File: config.mk
export PLATFORM = sky130hd
export DESIGN_NAME = smsp_port
export DESIGN_NICKNAME = d
export VERILOG_FILES = /design/src/pkg/smsp_pkg.sv /design/src/design/smsp_fifo.sv /design/src/design/smsp_port.sv
export SDC_FILE = /design/constraint.sdc
export NUM_CORES = 1
export LEC_CHECK = 0
export BUFFER_PORTS_ARGS = -buffer_cell sky130_fd_sc_hd__buf_2
export CELL_PAD_IN_SITES_DETAIL_PLACEMENT = 1
export CELL_PAD_IN_SITES_GLOBAL_PLACEMENT = 2
export CORE_ASPECT_RATIO = 0.8
export CORE_MARGIN = 2
export CORE_UTILIZATION = 35
export DETAILED_ROUTE_END_ITERATION = 10
export GPL_ROUTABILITY_DRIVEN = 0
export HOLD_SLACK_MARGIN = 0.05
export MAX_ROUTING_LAYER = met4
export PLACE_DENSITY_LB_ADDON = 0.08
export SYNTH_ARGS = -nofsm -noshare
export SYNTH_HDL_FRONTEND = slang
export SYNTH_HIERARCHICAL = 1
export SYNTH_SLANG_ARGS = --single-unit
File: constraint.sdc
create_clock -name clk_sys_i -period 3 [get_ports clk_sys_i]
set_input_delay 0.15 -clock clk_sys_i [delete_from_list [all_inputs] [get_ports clk_sys_i]]
set_output_delay 0.15 -clock clk_sys_i [all_outputs]
set_load 0.02 [all_outputs]
File: src/pkg/smsp_pkg.sv
// Shared constants, carriers and state codes of the SPI master/slave port
package smsp_pkg;
   localparam int          BYTE_W    = 8;
   localparam int          FIFO_D    = 32;
   localparam logic [3:0]  EDGE_LAST = 4'hF;   // 16 SCK edges per byte
   localparam logic [2:0]  BIT_LAST  = 3'h7;   // Slave bit counter end
   localparam logic [2:0]  BIT_ZERO  = 3'h0;
   localparam logic [3:0]  EDGE_ZERO = 4'h0;
   localparam logic [5:0]  DIV_ZERO  = 6'h00;
   // Master tail: clocks after the last edge for MISO through its sync
   localparam logic [5:0]  TAIL_LAST = 6'h01;
   // Half SCK period in system clocks, by {double, rate}
   localparam logic [5:0]  HALF_D4   = 6'h02;
   localparam logic [5:0]  HALF_D16  = 6'h08;
   localparam logic [5:0]  HALF_D64  = 6'h20;
   localparam logic [5:0]  HALF_D128 = 6'h40 - 6'h01 + 6'h01;
   localparam logic [5:0]  HALF_D2   = 6'h01;
   localparam logic [5:0]  HALF_D8   = 6'h04;
   localparam logic [5:0]  HALF_D32  = 6'h10;

   // Configuration bits held by software
   typedef struct packed {
      logic       enable;
      logic       irq_en;
      logic       lsb_first;
      logic       cpol;
      logic       cpha;
      logic       dbl;
      logic [1:0] rate;
   } smsp_cfg_t;

   // User pin directions, 1 = output
   typedef struct packed {
      logic mosi;
      logic miso;
      logic sck;
      logic ss;
   } smsp_dir_t;

   typedef enum logic [1:0] {
      ST_IDLE = 2'b00,
      ST_MRUN = 2'b01,
      ST_SRUN  = 2'b10,
      ST_MTAIL = 2'b11
   } smsp_state_t;
endpackage

File: src/design/smsp_fifo.sv
// Flip-flop FIFO with valid/ready on both sides
`timescale 1ns/100ps
`default_nettype none
module smsp_fifo #(
   parameter int W     = 8,
   parameter int DEPTH = 32
) (
   input  wire logic         clk_sys_i,
   input  wire logic         rst_i,
   input  wire logic         in_valid_i,
   input  wire logic [W-1:0] in_data_i,
   output logic              in_ready_o,
   output logic              out_valid_o,
   input  wire logic         out_ready_i,
   output logic [W-1:0]      out_data_o
);
   localparam int AW = $clog2(DEPTH);

   logic [W-1:0]  mem_r [DEPTH];
   logic [AW-1:0] wp_r, wp_nxt, rp_r, rp_nxt;
   logic [AW:0]   cnt_r, cnt_nxt;
   logic          full_r, full_nxt, empty_r, empty_nxt;
   logic          push, pop;

   initial
   begin
      if (DEPTH < 2 || (1 << AW) != DEPTH)
         $error("smsp_fifo: DEPTH must be a power of two, at least 2");
   end

   // Flags are registered so the ready and valid ports are clean
   always_comb
   begin
      push      = in_valid_i & ~full_r;
      pop       = out_ready_i & ~empty_r;
      wp_nxt    = push ? wp_r + 1'b1 : wp_r;
      rp_nxt    = pop ? rp_r + 1'b1 : rp_r;
      cnt_nxt   = cnt_r + {{AW{1'b0}}, push} - {{AW{1'b0}}, pop};
      full_nxt  = cnt_nxt == (AW+1)'(DEPTH);
      empty_nxt = cnt_nxt == '0;
   end

   always_ff @(posedge clk_sys_i)
   begin
      if (rst_i)
      begin
         wp_r    <= '0;
         rp_r    <= '0;
         cnt_r   <= '0;
         full_r  <= 1'b0;
         empty_r <= 1'b1;
      end
      else
      begin
         wp_r    <= wp_nxt;
         rp_r    <= rp_nxt;
         cnt_r   <= cnt_nxt;
         full_r  <= full_nxt;
         empty_r <= empty_nxt;
      end
      if (push)
         mem_r[wp_r] <= in_data_i;
   end

   assign in_ready_o  = ~full_r;
   assign out_valid_o = ~empty_r;
   assign out_data_o  = mem_r[rp_r];
endmodule // smsp_fifo
`default_nettype wire

File: src/design/smsp_port.sv
// Byte-wide SPI port, master or slave, with transmit stream FIFO
// Function
// RL1: Master lowers slave select before clocking
// RL2: MOSI master to slave, MISO back, together
// RL3: Master raises slave select after each packet
// RL4: Master mode never drives slave select itself
// RL5: Master data write starts eight-bit shift
// RL6: After byte, SCK stops, done flag sets
// RL7: Done flag with enable raises interrupt
// RL8: Last received byte stays in buffer
// RL9: Deselected slave idles, MISO not driven
// RL10: Deselected slave accepts writes, ignores SCK
// RL11: Slave byte sets done flag, interrupt
// RL12: Slave may load next byte before reading
// RL13: Transmit single buffered, no write mid-shift
// RL14: Receive double buffered, unread byte overwritten
// RL15: External SCK at most quarter system clock
// RL16: Enabled port overrides pin directions by mode
// RL17: LSB or MSB first selectable
// RL18: Seven rates including divide by two
// RL19: Done event wakes device from idle
// RL20: Collision flag on busy write, cleared sequence
// RL21: Done cleared by vector or status-data sequence
// RL22: Low select input demotes master, sets done
// RL23: Select high resets slave, drops partial bits
// RL24: Receive buffer loads with done flag
// RL25: Disabled port shifts nothing, drives nothing
`timescale 1ns/100ps
`default_nettype none
module smsp_port #(
   parameter int FIFO_DEPTH = 32
) (
   input  wire logic                  clk_sys_i,
   input  wire logic                  rst_i,
   input  wire smsp_pkg::smsp_cfg_t   cfg_i,
   input  wire smsp_pkg::smsp_dir_t   dir_i,
   input  wire logic                  master_set_i,
   input  wire logic                  data_wr_i,
   input  wire logic [7:0]            data_wd_i,
   input  wire logic                  data_rd_i,
   input  wire logic                  status_rd_i,
   input  wire logic                  irq_ack_i,
   input  wire logic                  tx_valid_i,
   input  wire logic [7:0]            tx_data_i,
   output logic                       tx_ready_o,
   input  wire logic                  sck_i,
   output logic                       sck_o,
   output logic                       sck_oe_o,
   input  wire logic                  mosi_i,
   output logic                       mosi_o,
   output logic                       mosi_oe_o,
   input  wire logic                  miso_i,
   output logic                       miso_o,
   output logic                       miso_oe_o,
   input  wire logic                  ss_n_i,
   output logic [7:0]                 rx_data_o,
   output logic                       xfer_done_flag_o,
   output logic                       write_collision_flag_o,
   output logic                       master_select_bit_o,
   output logic                       irq_o,
   output logic                       wake_o
);
   import smsp_pkg::*;

   smsp_state_t state_r, state_nxt;
   logic [7:0]  shreg_r, shreg_nxt, rxbuf_r, rxbuf_nxt, shifted;
   logic [3:0]  edge_r, edge_nxt;
   logic [5:0]  div_r, div_nxt, half;
   logic        sck_r, sck_nxt, out_r, out_nxt;
   logic        done_r, done_nxt, write_collision_flag_r, write_collision_flag_nxt, arm_r, arm_nxt;
   logic        master_r, master_nxt, irq_r, irq_nxt;
   logic        sck_oe_r, sck_oe_nxt, mosi_oe_r, mosi_oe_nxt;
   logic        miso_oe_r, miso_oe_nxt;
   logic [3:0]  sy1_r, sy2_r;
   logic        sck_d_r;
   logic        ss_low, sck_s, lead, trail, sample, in_bit;
   logic        tick, last_m, demote, fifo_valid, fifo_pop;
   logic [7:0]  fifo_data;
   logic [7:0]  mrx_r, mrx_nxt;
   logic [1:0]  sd_r, sd_nxt;

   // Transmit stream; drained only by an idle master
   smsp_fifo #(.W(BYTE_W), .DEPTH(FIFO_DEPTH)) u_fifo (
      .clk_sys_i   (clk_sys_i),
      .rst_i       (rst_i),
      .in_valid_i  (tx_valid_i),
      .in_data_i   (tx_data_i),
      .in_ready_o  (tx_ready_o),
      .out_valid_o (fifo_valid),
      .out_ready_i (fifo_pop),
      .out_data_o  (fifo_data)
   );

   // Pin synchronisers: order sck, mosi, miso, select
   always_ff @(posedge clk_sys_i)
   begin
      if (rst_i)
      begin
         sy1_r   <= 4'hF;
         sy2_r   <= 4'hF;
         sck_d_r <= 1'b0;
      end
      else
      begin
         sy1_r   <= {sck_i, mosi_i, miso_i, ss_n_i};
         sy2_r   <= sy1_r;
         sck_d_r <= sy2_r[3];
      end
   end

   // Rate table, master only; slave SCK must stay under a quarter clock
   always_comb
   begin
      case ({cfg_i.dbl, cfg_i.rate})                       // RL18
         3'h0:    half = HALF_D4;
         3'h1:    half = HALF_D16;
         3'h2:    half = HALF_D64;
         3'h3:    half = HALF_D128;
         3'h4:    half = HALF_D2;
         3'h5:    half = HALF_D8;
         3'h6:    half = HALF_D32;
         default: half = HALF_D64;
      endcase
   end

   // Edge detection and bit selection shared by both modes
   always_comb
   begin
      ss_low  = ~sy2_r[0];
      sck_s   = sy2_r[3];
      lead    = (sck_s != sck_d_r) && (sck_d_r == cfg_i.cpol);
      trail   = (sck_s != sck_d_r) && (sck_d_r != cfg_i.cpol);
      in_bit  = master_r ? sy2_r[1] : sy2_r[2];              // RL2
      tick    = state_r == ST_MRUN && div_r == half - 6'h01;
      sample  = master_r ? (tick && edge_r[0] == cfg_i.cpha)
                         : (cfg_i.cpha ? trail : lead);
      shifted = cfg_i.lsb_first ? {in_bit, shreg_r[7:1]}     // RL17
                                : {shreg_r[6:0], in_bit};
      last_m  = tick && edge_r == EDGE_LAST;
      demote  = cfg_i.enable && master_r && !dir_i.ss && ss_low;
      fifo_pop = cfg_i.enable && master_r && state_r == ST_IDLE
                 && !data_wr_i && !demote;
   end

   // Core sequencer, flags and pin enables
   always_comb
   begin
      state_nxt  = state_r;
      shreg_nxt  = shreg_r;
      rxbuf_nxt  = rxbuf_r;
      edge_nxt   = edge_r;
      div_nxt    = div_r;
      sck_nxt    = sck_r;
      done_nxt   = done_r;
      write_collision_flag_nxt   = write_collision_flag_r;
      arm_nxt    = arm_r;
      master_nxt = master_r | master_set_i;
      // Master MISO bits land two clocks late, matching the pin sync
      sd_nxt     = {sd_r[0], master_r && sample};
      mrx_nxt    = mrx_r;
      if (sd_r[1])
         mrx_nxt = cfg_i.lsb_first ? {sy2_r[1], mrx_r[7:1]}
                                   : {mrx_r[6:0], sy2_r[1]};
      // Status read with a flag up arms; next data access clears
      if (status_rd_i && (done_r || write_collision_flag_r))
         arm_nxt = 1'b1;
      if ((data_rd_i || data_wr_i) && arm_r)
      begin
         done_nxt = 1'b0;                                    // RL21
         write_collision_flag_nxt = 1'b0;                                    // RL20
         arm_nxt  = 1'b0;
      end
      if (irq_ack_i)
         done_nxt = 1'b0;                                    // RL21
      // Write goes to the shifter only in ST_IDLE: master between bytes, slave deselected
      if (data_wr_i)
      begin
         if (state_r != ST_IDLE)
            write_collision_flag_nxt = 1'b1;                                 // RL13
         else
            shreg_nxt = data_wd_i;                           // RL10 RL12
      end
      else if (fifo_pop && fifo_valid)
         shreg_nxt = fifo_data;
      if (!cfg_i.enable)
      begin
         state_nxt = ST_IDLE;                                // RL25
         edge_nxt  = EDGE_ZERO;
         sck_nxt   = cfg_i.cpol;
      end
      else if (demote)
      begin
         master_nxt = 1'b0;                                  // RL22
         done_nxt   = 1'b1;
         state_nxt  = ST_IDLE;
         edge_nxt   = EDGE_ZERO;
      end
      else if (master_r)
      begin
         if (state_r == ST_IDLE)
         begin
            sck_nxt = cfg_i.cpol;
            if (data_wr_i || (fifo_pop && fifo_valid))
            begin
               state_nxt = ST_MRUN;                          // RL5
               edge_nxt  = EDGE_ZERO;
               div_nxt   = DIV_ZERO;
            end
         end
         else if (state_r == ST_MTAIL)
         begin
            div_nxt = div_r + 6'h01;
            if (div_r == TAIL_LAST)
            begin
               state_nxt = ST_IDLE;                          // RL6
               done_nxt  = 1'b1;
               rxbuf_nxt = mrx_nxt;                          // RL24 RL8
            end
         end
         else
         begin
            div_nxt = tick ? DIV_ZERO : div_r + 6'h01;
            if (tick)
            begin
               sck_nxt  = ~sck_r;
               edge_nxt = edge_r + 4'h1;
               if (sample)
                  shreg_nxt = shifted;
            end
            if (last_m)
            begin
               state_nxt = ST_MTAIL;                         // RL6
               div_nxt   = DIV_ZERO;
            end
         end
      end
      else if (!ss_low)
      begin
         state_nxt = ST_IDLE;                                // RL23 RL9
         edge_nxt  = EDGE_ZERO;
      end
      else
      begin
         state_nxt = ST_SRUN;
         if (sample)
         begin
            shreg_nxt = shifted;
            edge_nxt  = {1'b0, edge_r[2:0] + 3'h1};
            if (edge_r[2:0] == BIT_LAST)
            begin
               done_nxt  = 1'b1;                             // RL11
               rxbuf_nxt = shifted;                          // RL14 RL24
               edge_nxt  = EDGE_ZERO;
            end
         end
      end
      // Master holds its data bit across the sample edge, moves one clock after it
      if (master_r && sample)
         out_nxt = out_r;
      else
         out_nxt = cfg_i.lsb_first ? shreg_nxt[0] : shreg_nxt[7];
      // Master never touches select; user directions apply
      sck_oe_nxt  = cfg_i.enable && master_nxt && dir_i.sck;  // RL16 RL4
      mosi_oe_nxt = cfg_i.enable && master_nxt && dir_i.mosi; // RL16
      miso_oe_nxt = cfg_i.enable && !master_nxt && ss_low
                    && dir_i.miso;                           // RL16 RL9
      irq_nxt     = done_nxt && cfg_i.irq_en;                // RL7 RL11
   end

   always_ff @(posedge clk_sys_i)
   begin
      if (rst_i)
      begin
         state_r   <= ST_IDLE;
         shreg_r   <= 8'h00;
         rxbuf_r   <= 8'h00;
         edge_r    <= EDGE_ZERO;
         div_r     <= DIV_ZERO;
         sck_r     <= 1'b0;
         out_r     <= 1'b0;
         done_r    <= 1'b0;
         write_collision_flag_r    <= 1'b0;
         arm_r     <= 1'b0;
         master_r  <= 1'b0;
         irq_r     <= 1'b0;
         sck_oe_r  <= 1'b0;
         mosi_oe_r <= 1'b0;
         miso_oe_r <= 1'b0;
         mrx_r     <= 8'h00;
         sd_r      <= 2'b00;
      end
      else
      begin
         state_r   <= state_nxt;
         shreg_r   <= shreg_nxt;
         rxbuf_r   <= rxbuf_nxt;
         edge_r    <= edge_nxt;
         div_r     <= div_nxt;
         sck_r     <= sck_nxt;
         out_r     <= out_nxt;
         done_r    <= done_nxt;
         write_collision_flag_r    <= write_collision_flag_nxt;
         arm_r     <= arm_nxt;
         master_r  <= master_nxt;
         irq_r     <= irq_nxt;
         sck_oe_r  <= sck_oe_nxt;
         mosi_oe_r <= mosi_oe_nxt;
         miso_oe_r <= miso_oe_nxt;
         mrx_r     <= mrx_nxt;
         sd_r      <= sd_nxt;
      end
   end

   // Slave shifts both directions in one register; master receives into mrx_r
   assign sck_o                  = sck_r;
   assign sck_oe_o               = sck_oe_r;
   assign mosi_o                 = out_r;
   assign mosi_oe_o              = mosi_oe_r;
   assign miso_o                 = out_r;
   assign miso_oe_o              = miso_oe_r;
   assign rx_data_o              = rxbuf_r;
   assign xfer_done_flag_o       = done_r;
   assign write_collision_flag_o = write_collision_flag_r;
   assign master_select_bit_o    = master_r;
   assign irq_o                  = irq_r;
   assign wake_o                 = done_r;                   // RL19
endmodule // smsp_port
`default_nettype wire

; Word level (Yosys, flattened, before mapping)
; Memories as Yosys holds them, arrays and structs flattened. A register that Yosys moved wholly into a read port is not among the register bits.
; Index checks and enable logic that the tools add are counted.
[totals]
reg_bits = 75
ram_bits = 256
n_memories = 1
input_bits = 40
[classes]
n_mux = 72
n_eq_ne = 30
n_bitwise = 9
n_reduce_logical = 43
add_sub_neg = 8
[mem_list]
columns = name, depth, word_bits, rd, rd_ports_with_merged_regs, wr, line
row1 = u_fifo.mem_r, 32, 8, 1, 1, 1, smsp_fifo.sv:19  ; logic [W-1:0] mem_r [DEPTH];
[op_table]
columns = operator, count
row1 = 8-bit 2-to-1 mux, 21
row2 = 6-bit one-hot mux with 6 select lines, 1
row3 = 6-bit 2-to-1 mux, 5
row4 = 1-bit 2-to-1 mux, 28
row5 = 4-bit 2-to-1 mux, 7
row6 = 1-bit logical AND, 22
row7 = 2-bit 2-to-1 mux, 7
row8 = 3-bit == test (second input constant), 4
row9 = 4-bit AND reduction, 3
row10 = 5-bit by 1-bit adder with 5-bit output (second input constant), 2
row11 = 5-bit 2-to-1 mux, 2
row12 = 2-bit by 1-bit inequality test with 1-bit output (second input constant), 4
row13 = 8-bit AND reduction, 1
row14 = 6-bit by 1-bit adder with 6-bit output, 1
row15 = 6-bit by 1-bit adder with 6-bit output (second input constant), 1
row16 = 6-bit by 1-bit == test with 1-bit output (second input constant), 1
row17 = 6-bit == test, 1
row18 = 6-bit == test (second input constant), 1
row19 = 6-bit logical NOT, 1
row20 = 2-bit inequality test (second input constant), 3
row21 = 3-bit by 1-bit inequality test with 1-bit output (second input constant), 2
row22 = 3-bit inequality test (second input constant), 2
row23 = 1-bit NOT, 6
row24 = 2-bit nonzero test, 3
row25 = other kinds (25), 33

; Logic depth before layout (Yosys ltp)
[depth]
word_depth = 16
depth_mapped = 16

; By module
; The synthesis kept the hierarchy.
[modules_own_cells]
columns = mod, cells_each, n_inst, area_each_um2
row1 = smsp_fifo, 633, 1, 11135.7
row2 = smsp_port, 367, 1, 3209.3

; Worst setup path before layout
; Ideal clock, no wire load.
[synth_path]
path_type = register -> register
startpoint = register state_r[1]
endpoint = register u_fifo.full_r
stages_incl_launch_ff = 16
arrival_ns = 2.747
n_path_buf = 2
period_less_slack_ns = 2.808
setup_slack_ns = 0.192
path_cell_list = dfxtp_1 inv_1 ha_1 clkbuf_1 nand2b_1 nor2_1 nor2b_1 clkbuf_1 xor2_1 ha_1 inv_1 fa_1 nand2b_1 a21oi_1 xnor2_1 and4_1
[synth_via]
elab_chain_len = 7
[synth_lines]
columns = element, line
row1 = start: declaration, smsp_port.sv:65  ; smsp_state_t state_r, state_nxt;
row2 = start signal: assignment, smsp_port.sv:294  ; state_r <= state_nxt;
row3 = 2-bit logical NOT, smsp_port.sv:141  ; fifo_pop = cfg_i.enable && master_r && state_r == ST_IDLE
row4 = 1-bit logical AND, smsp_port.sv:141
row5 = 1-bit logical AND (2 in series), smsp_port.sv:142  ; && !data_wr_i && !demote;
row6 = net fifo_pop, smsp_port.sv:77  ; logic tick, last_m, demote, fifo_valid, fifo_pop;
row7 = 1-bit bitwise AND, smsp_fifo.sv:35  ; pop = out_ready_i & ~empty_r;
row8 = 6-bit by 1-bit subtractor with 6-bit output, smsp_fifo.sv:38  ; cnt_nxt = cnt_r + {{AW{1'b0}}, push} - {{AW{1'b0}}, pop};
row9 = 6-bit == test, smsp_fifo.sv:39  ; full_nxt = cnt_nxt == (AW+1)'(DEPTH);
row10 = end signal: assignment, smsp_fifo.sv:58  ; full_r <= full_nxt;
row11 = end: declaration, smsp_fifo.sv:22  ; logic full_r, full_nxt, empty_r, empty_nxt;
; The timed path passes the listed nets, and every way through them passes these cells.
; A chain may end at the register's enable or synchronous reset.

; Final worst setup path
[layout_path]
startpoint = register state_r[1]
endpoint = register u_fifo.empty_r
[layout_via]
elab_chain_len = 7
[layout_lines]
columns = element, line
row1 = 2-bit logical NOT, smsp_port.sv:141
row2 = 1-bit logical AND, smsp_port.sv:141
row3 = 1-bit logical AND (2 in series), smsp_port.sv:142
row4 = net fifo_pop, smsp_port.sv:77
row5 = 1-bit bitwise AND, smsp_fifo.sv:35
row6 = 6-bit by 1-bit subtractor with 6-bit output, smsp_fifo.sv:38
row7 = 6-bit logical NOT, smsp_fifo.sv:40  ; empty_nxt = cnt_nxt == '0;
row8 = end signal: assignment, smsp_fifo.sv:59  ; empty_r <= empty_nxt;
row9 = end: declaration, smsp_fifo.sv:22
; The timed path passes the listed nets, and every way through them passes these cells.

==> impl_metrics.csv <==
group,metric,value,unit
run_status,status,"finished, final reports clean",
final_layout,fin_nets,1180,
yosys,synth-seq-cells,336,
timing,fmax,365.0,MHz
die,dieArea,0.04263,mm²
final_layout,area_growth,18.14,%
clocking,clockRootBuffer,"clkbuf_16",
die,die_h,185.1,µm
yosys,synth_top_area_share,53.59,%
clocking,path_clk_slew,60,ps
route,drtPass1Iterations,5,
power_and_ir_drop,irDropWorstVdd,0.3919,mV
critical_path,reg2regPathDepth,14,
yosys,synth_area,0.01435,mm²
place,pre_cts_ws,229.4,ps
route,finalWirelength,37130,µm
timing,rsz0062_at_grt,"no",
global_routing,grt_max_degree,52,
final_layout,nFillCells,4183,
route,ant_nets,0,
critical_path,startpoint_type,"register",
clocking,insertion_delay,540,ps
timing,maxSlewViolCount,0,
clocking,cts_buffer_depth,3,
global_routing,grt_pass1_vias,8920,
critical_path,critPathLaunch,"state_r[1]$_SDFFE_PP0P_",
timing,finalSetupTns,0,ps
timing,timing.final.crit_share,91.33,%
yosys,ys_warn_count,6,
place,numPortBuffers,59,
timing,hold_slack,73.79,ps
route,viasPerCell,5.093,
yosys,synth-seq-area-share,64.75,%
yosys,synth_ff_type,"edfxtp_1",
clocking,cts_tree,"built",
hold_path,min_path_type,"in2reg",
clocking,cts_max_level,2,
timing,setup_ws,260.1,ps
die,top_level_ports,60,
critical_path,crit_type,"reg2reg",
final_layout,layoutNonFillerInstCount,1694,
die,floorplan.rows,66,
place,hpwl,24400,µm
clocking,ctsResizeCount,0,
global_routing,gr-usage-all-layers,18.43,%
critical_path,r2r_slack,260,ps
critical_path,crit_end,"u_fifo/empty_r$_SDFF_PP1_",
die,die_w,230.3,µm
route,drt-wirelength-per-cell,21.92,µm
die,core_area,0.04055,mm²
clocking,post-cts-setup-buffer-count,0,
place,dpl.cell_count,1605,
timing,worst_pin_slew,828.5,ps
global_routing,overflow,0,
timing,period_minus_slack,2740,ps
power_and_ir_drop,p_leak,5.691,nW
critical_path,crit_fanout,3,
die,initial_utilization,35.38,%
critical_path,r2r_end,"u_fifo/empty_r$_SDFF_PP1_",
critical_path,rr_startpoint,"state_r[1]$_SDFFE_PP0P_",
timing,setup_violations,0,
power_and_ir_drop,total_power,10.98,mW
yosys,syn_inst,1000,
clocking,numCtsBuffers,38,
route,route.detailed.drc,0,
route,drt_iter0_drc,550,
yosys,synth-edff-count,256,
timing,maxSlewHeadroom,44.65,%
yosys,synth.distinct_cells,75,
yosys,synth.area.top_cells,"edfxtp_1 54%, dfxtp_1 11%, mux2i_1 5.6%",
clocking,clock_sinks,336,
global_routing,antenna_found_initial,0,
timing,final-hold-violation-count,0,
critical_path,setup.worst_path.end_class,"register",
final_layout,diodes,0,
critical_path,cp.arrival,3210,ps
final_layout,drive_gt1_share,23.13,%
yosys,synth_nets,1059,
yosys,syn_avg_cell_area,14.35,µm²
critical_path,worst_ep_required_time,3470,ps
route,vias,8628,
run,maxCapViolCount,0,
clocking,ctsHoldBuffers,20,
global_routing,grt_first_pass_wirelength,56980,µm
hold_path,min_from,"data_wd_i[2]",
power_and_ir_drop,power_density,647.9,mW/mm²
hold_path,hold_depth,4,
yosys,synthArstFlopShare,0,%
timing,worst_clock_skew,27.06,ps
yosys,yosys.area.top_type,"edfxtp_1",
## Yosys cell counts, drive strengths merged, types with 15 or more instances
cell	n
inv	20
nand2	43
clkbuf	21
a22oi	26
nand3	18
edfxtp	256
a21oi	31
buf	35
mux2	18
a211oi	21
nor2b	19
nor2	113
xor2	15
ha	18
dfxtp	80
mux4	32
mux2i	80
## kinds of logic (layout without fill, tap and decap cells)
group           after synthesis  in the layout  synth area share, %
fa+ha+maj                    19             19                1.710
xor+xnor                     24             24                1.465
buf+inv                      76            226                2.957
flops                       336            336                64.75
mux                         130            130                12.02
compound gates              149            149                7.798
simple gates                266            266                9.298
## cells in the final DEF (no fill, tap or decap), drive strengths merged, types with 6 or more instances in the layout
master and n:
nand3 18, edfxtp 256, dlygate4sd3 20, a22oi 26, nand3b 7, clkbuf 48, or2 11, inv 20
mux4 32, nor3b 6, nor2 113, a22o 8, clkinv 11, xor2 15, ha 18, mux2 18
nand4 6, nand2 43, a31oi 13, a21oi 31, xnor2 9, a211oi 21, nor3 7, a2111oi 8
mux2i 80, o21ai 13, a211o 6, dfxtp 80, buf 117, clkinvlp 6, nor2b 19, nand2b 12
## how the worst min path moves through the flow
stage	endpoint
after floorplan	u_fifo/mem_r[0][0]$_DFFE_PP_
after global routing	shreg_r[2]$_SDFF_PP0_
after global placement	sy1_r[3]$_SDFF_PP1_
final	shreg_r[2]$_SDFF_PP0_
after CTS	shreg_r[2]$_SDFF_PP0_
after detailed placement	sy1_r[3]$_SDFF_PP1_
## worst max-delay path, cell delays in order (launching register included)
cell	delay, ps
dfxtp_1	310
inv_1	90
ha_1	170
nand2b_1	90
nor2_1	190
nor2b_1	260
xor2_1	170
ha_1	190
inv_1	60
fa_1	420
nand2b_1	160
a21oi_1	150
xnor2_1	180
a31oi_1	110
nor2_1	110
## power breakdown
group	internal (mW)	total, mW	switching (mW)
logic	0.394	1.04	0.642
clock network	2.84	4.74	1.90
registers	5.14	5.20	0.0689
## stage by stage
step                      utilization, %  area [µm²]
final                              41.80       16950
after global routing               41.80       16950
after floorplan                        -       14350
after detailed placement           38.17       15470
after CTS                          41.80       16950
after global placement             38.17       15470
## flip-flops by register name, summed over array words and instances, names as in the netlist, 2 cells and up, named ones only
signal	cells
u_fifo/mem_r	256
mrx_r	8
rx_data_o	8
shreg_r	8
div_r	6
u_fifo/cnt_r	6
u_fifo/rp_r	5
u_fifo/wp_r	5
edge_r	4
sy1_r	4
sy2_r	4
sd_r	2
state_r	2
## final cells by class
cell class / instances / area, µm² / share of cell area [%]
clock buffers: 48 / 1052 / 6.209
clock inverters: 21 / 220.2 / 1.299
inverters: 20 / 75.07 / 0.4430
multi-input cells: 588 / 4632 / 27.33
flip-flops and latches: 336 / 9294 / 54.84
well taps: 544 / 680.7 / 4.016
repair buffers: 137 / 993.5 / 5.862
## per-layer routing
metal / vias up / global-route usage (%) / part of all wire [%]
met4: 0 / 4.542 / 1.9
met5: - / - / 0
met1: 4413 / 28.04 / 53
met3: 55 / 2.694 / 3.3
li1: 4036 / - / -
met2: 124 / 25.61 / 42
Note: power is estimated with default switching activity, not from simulation.
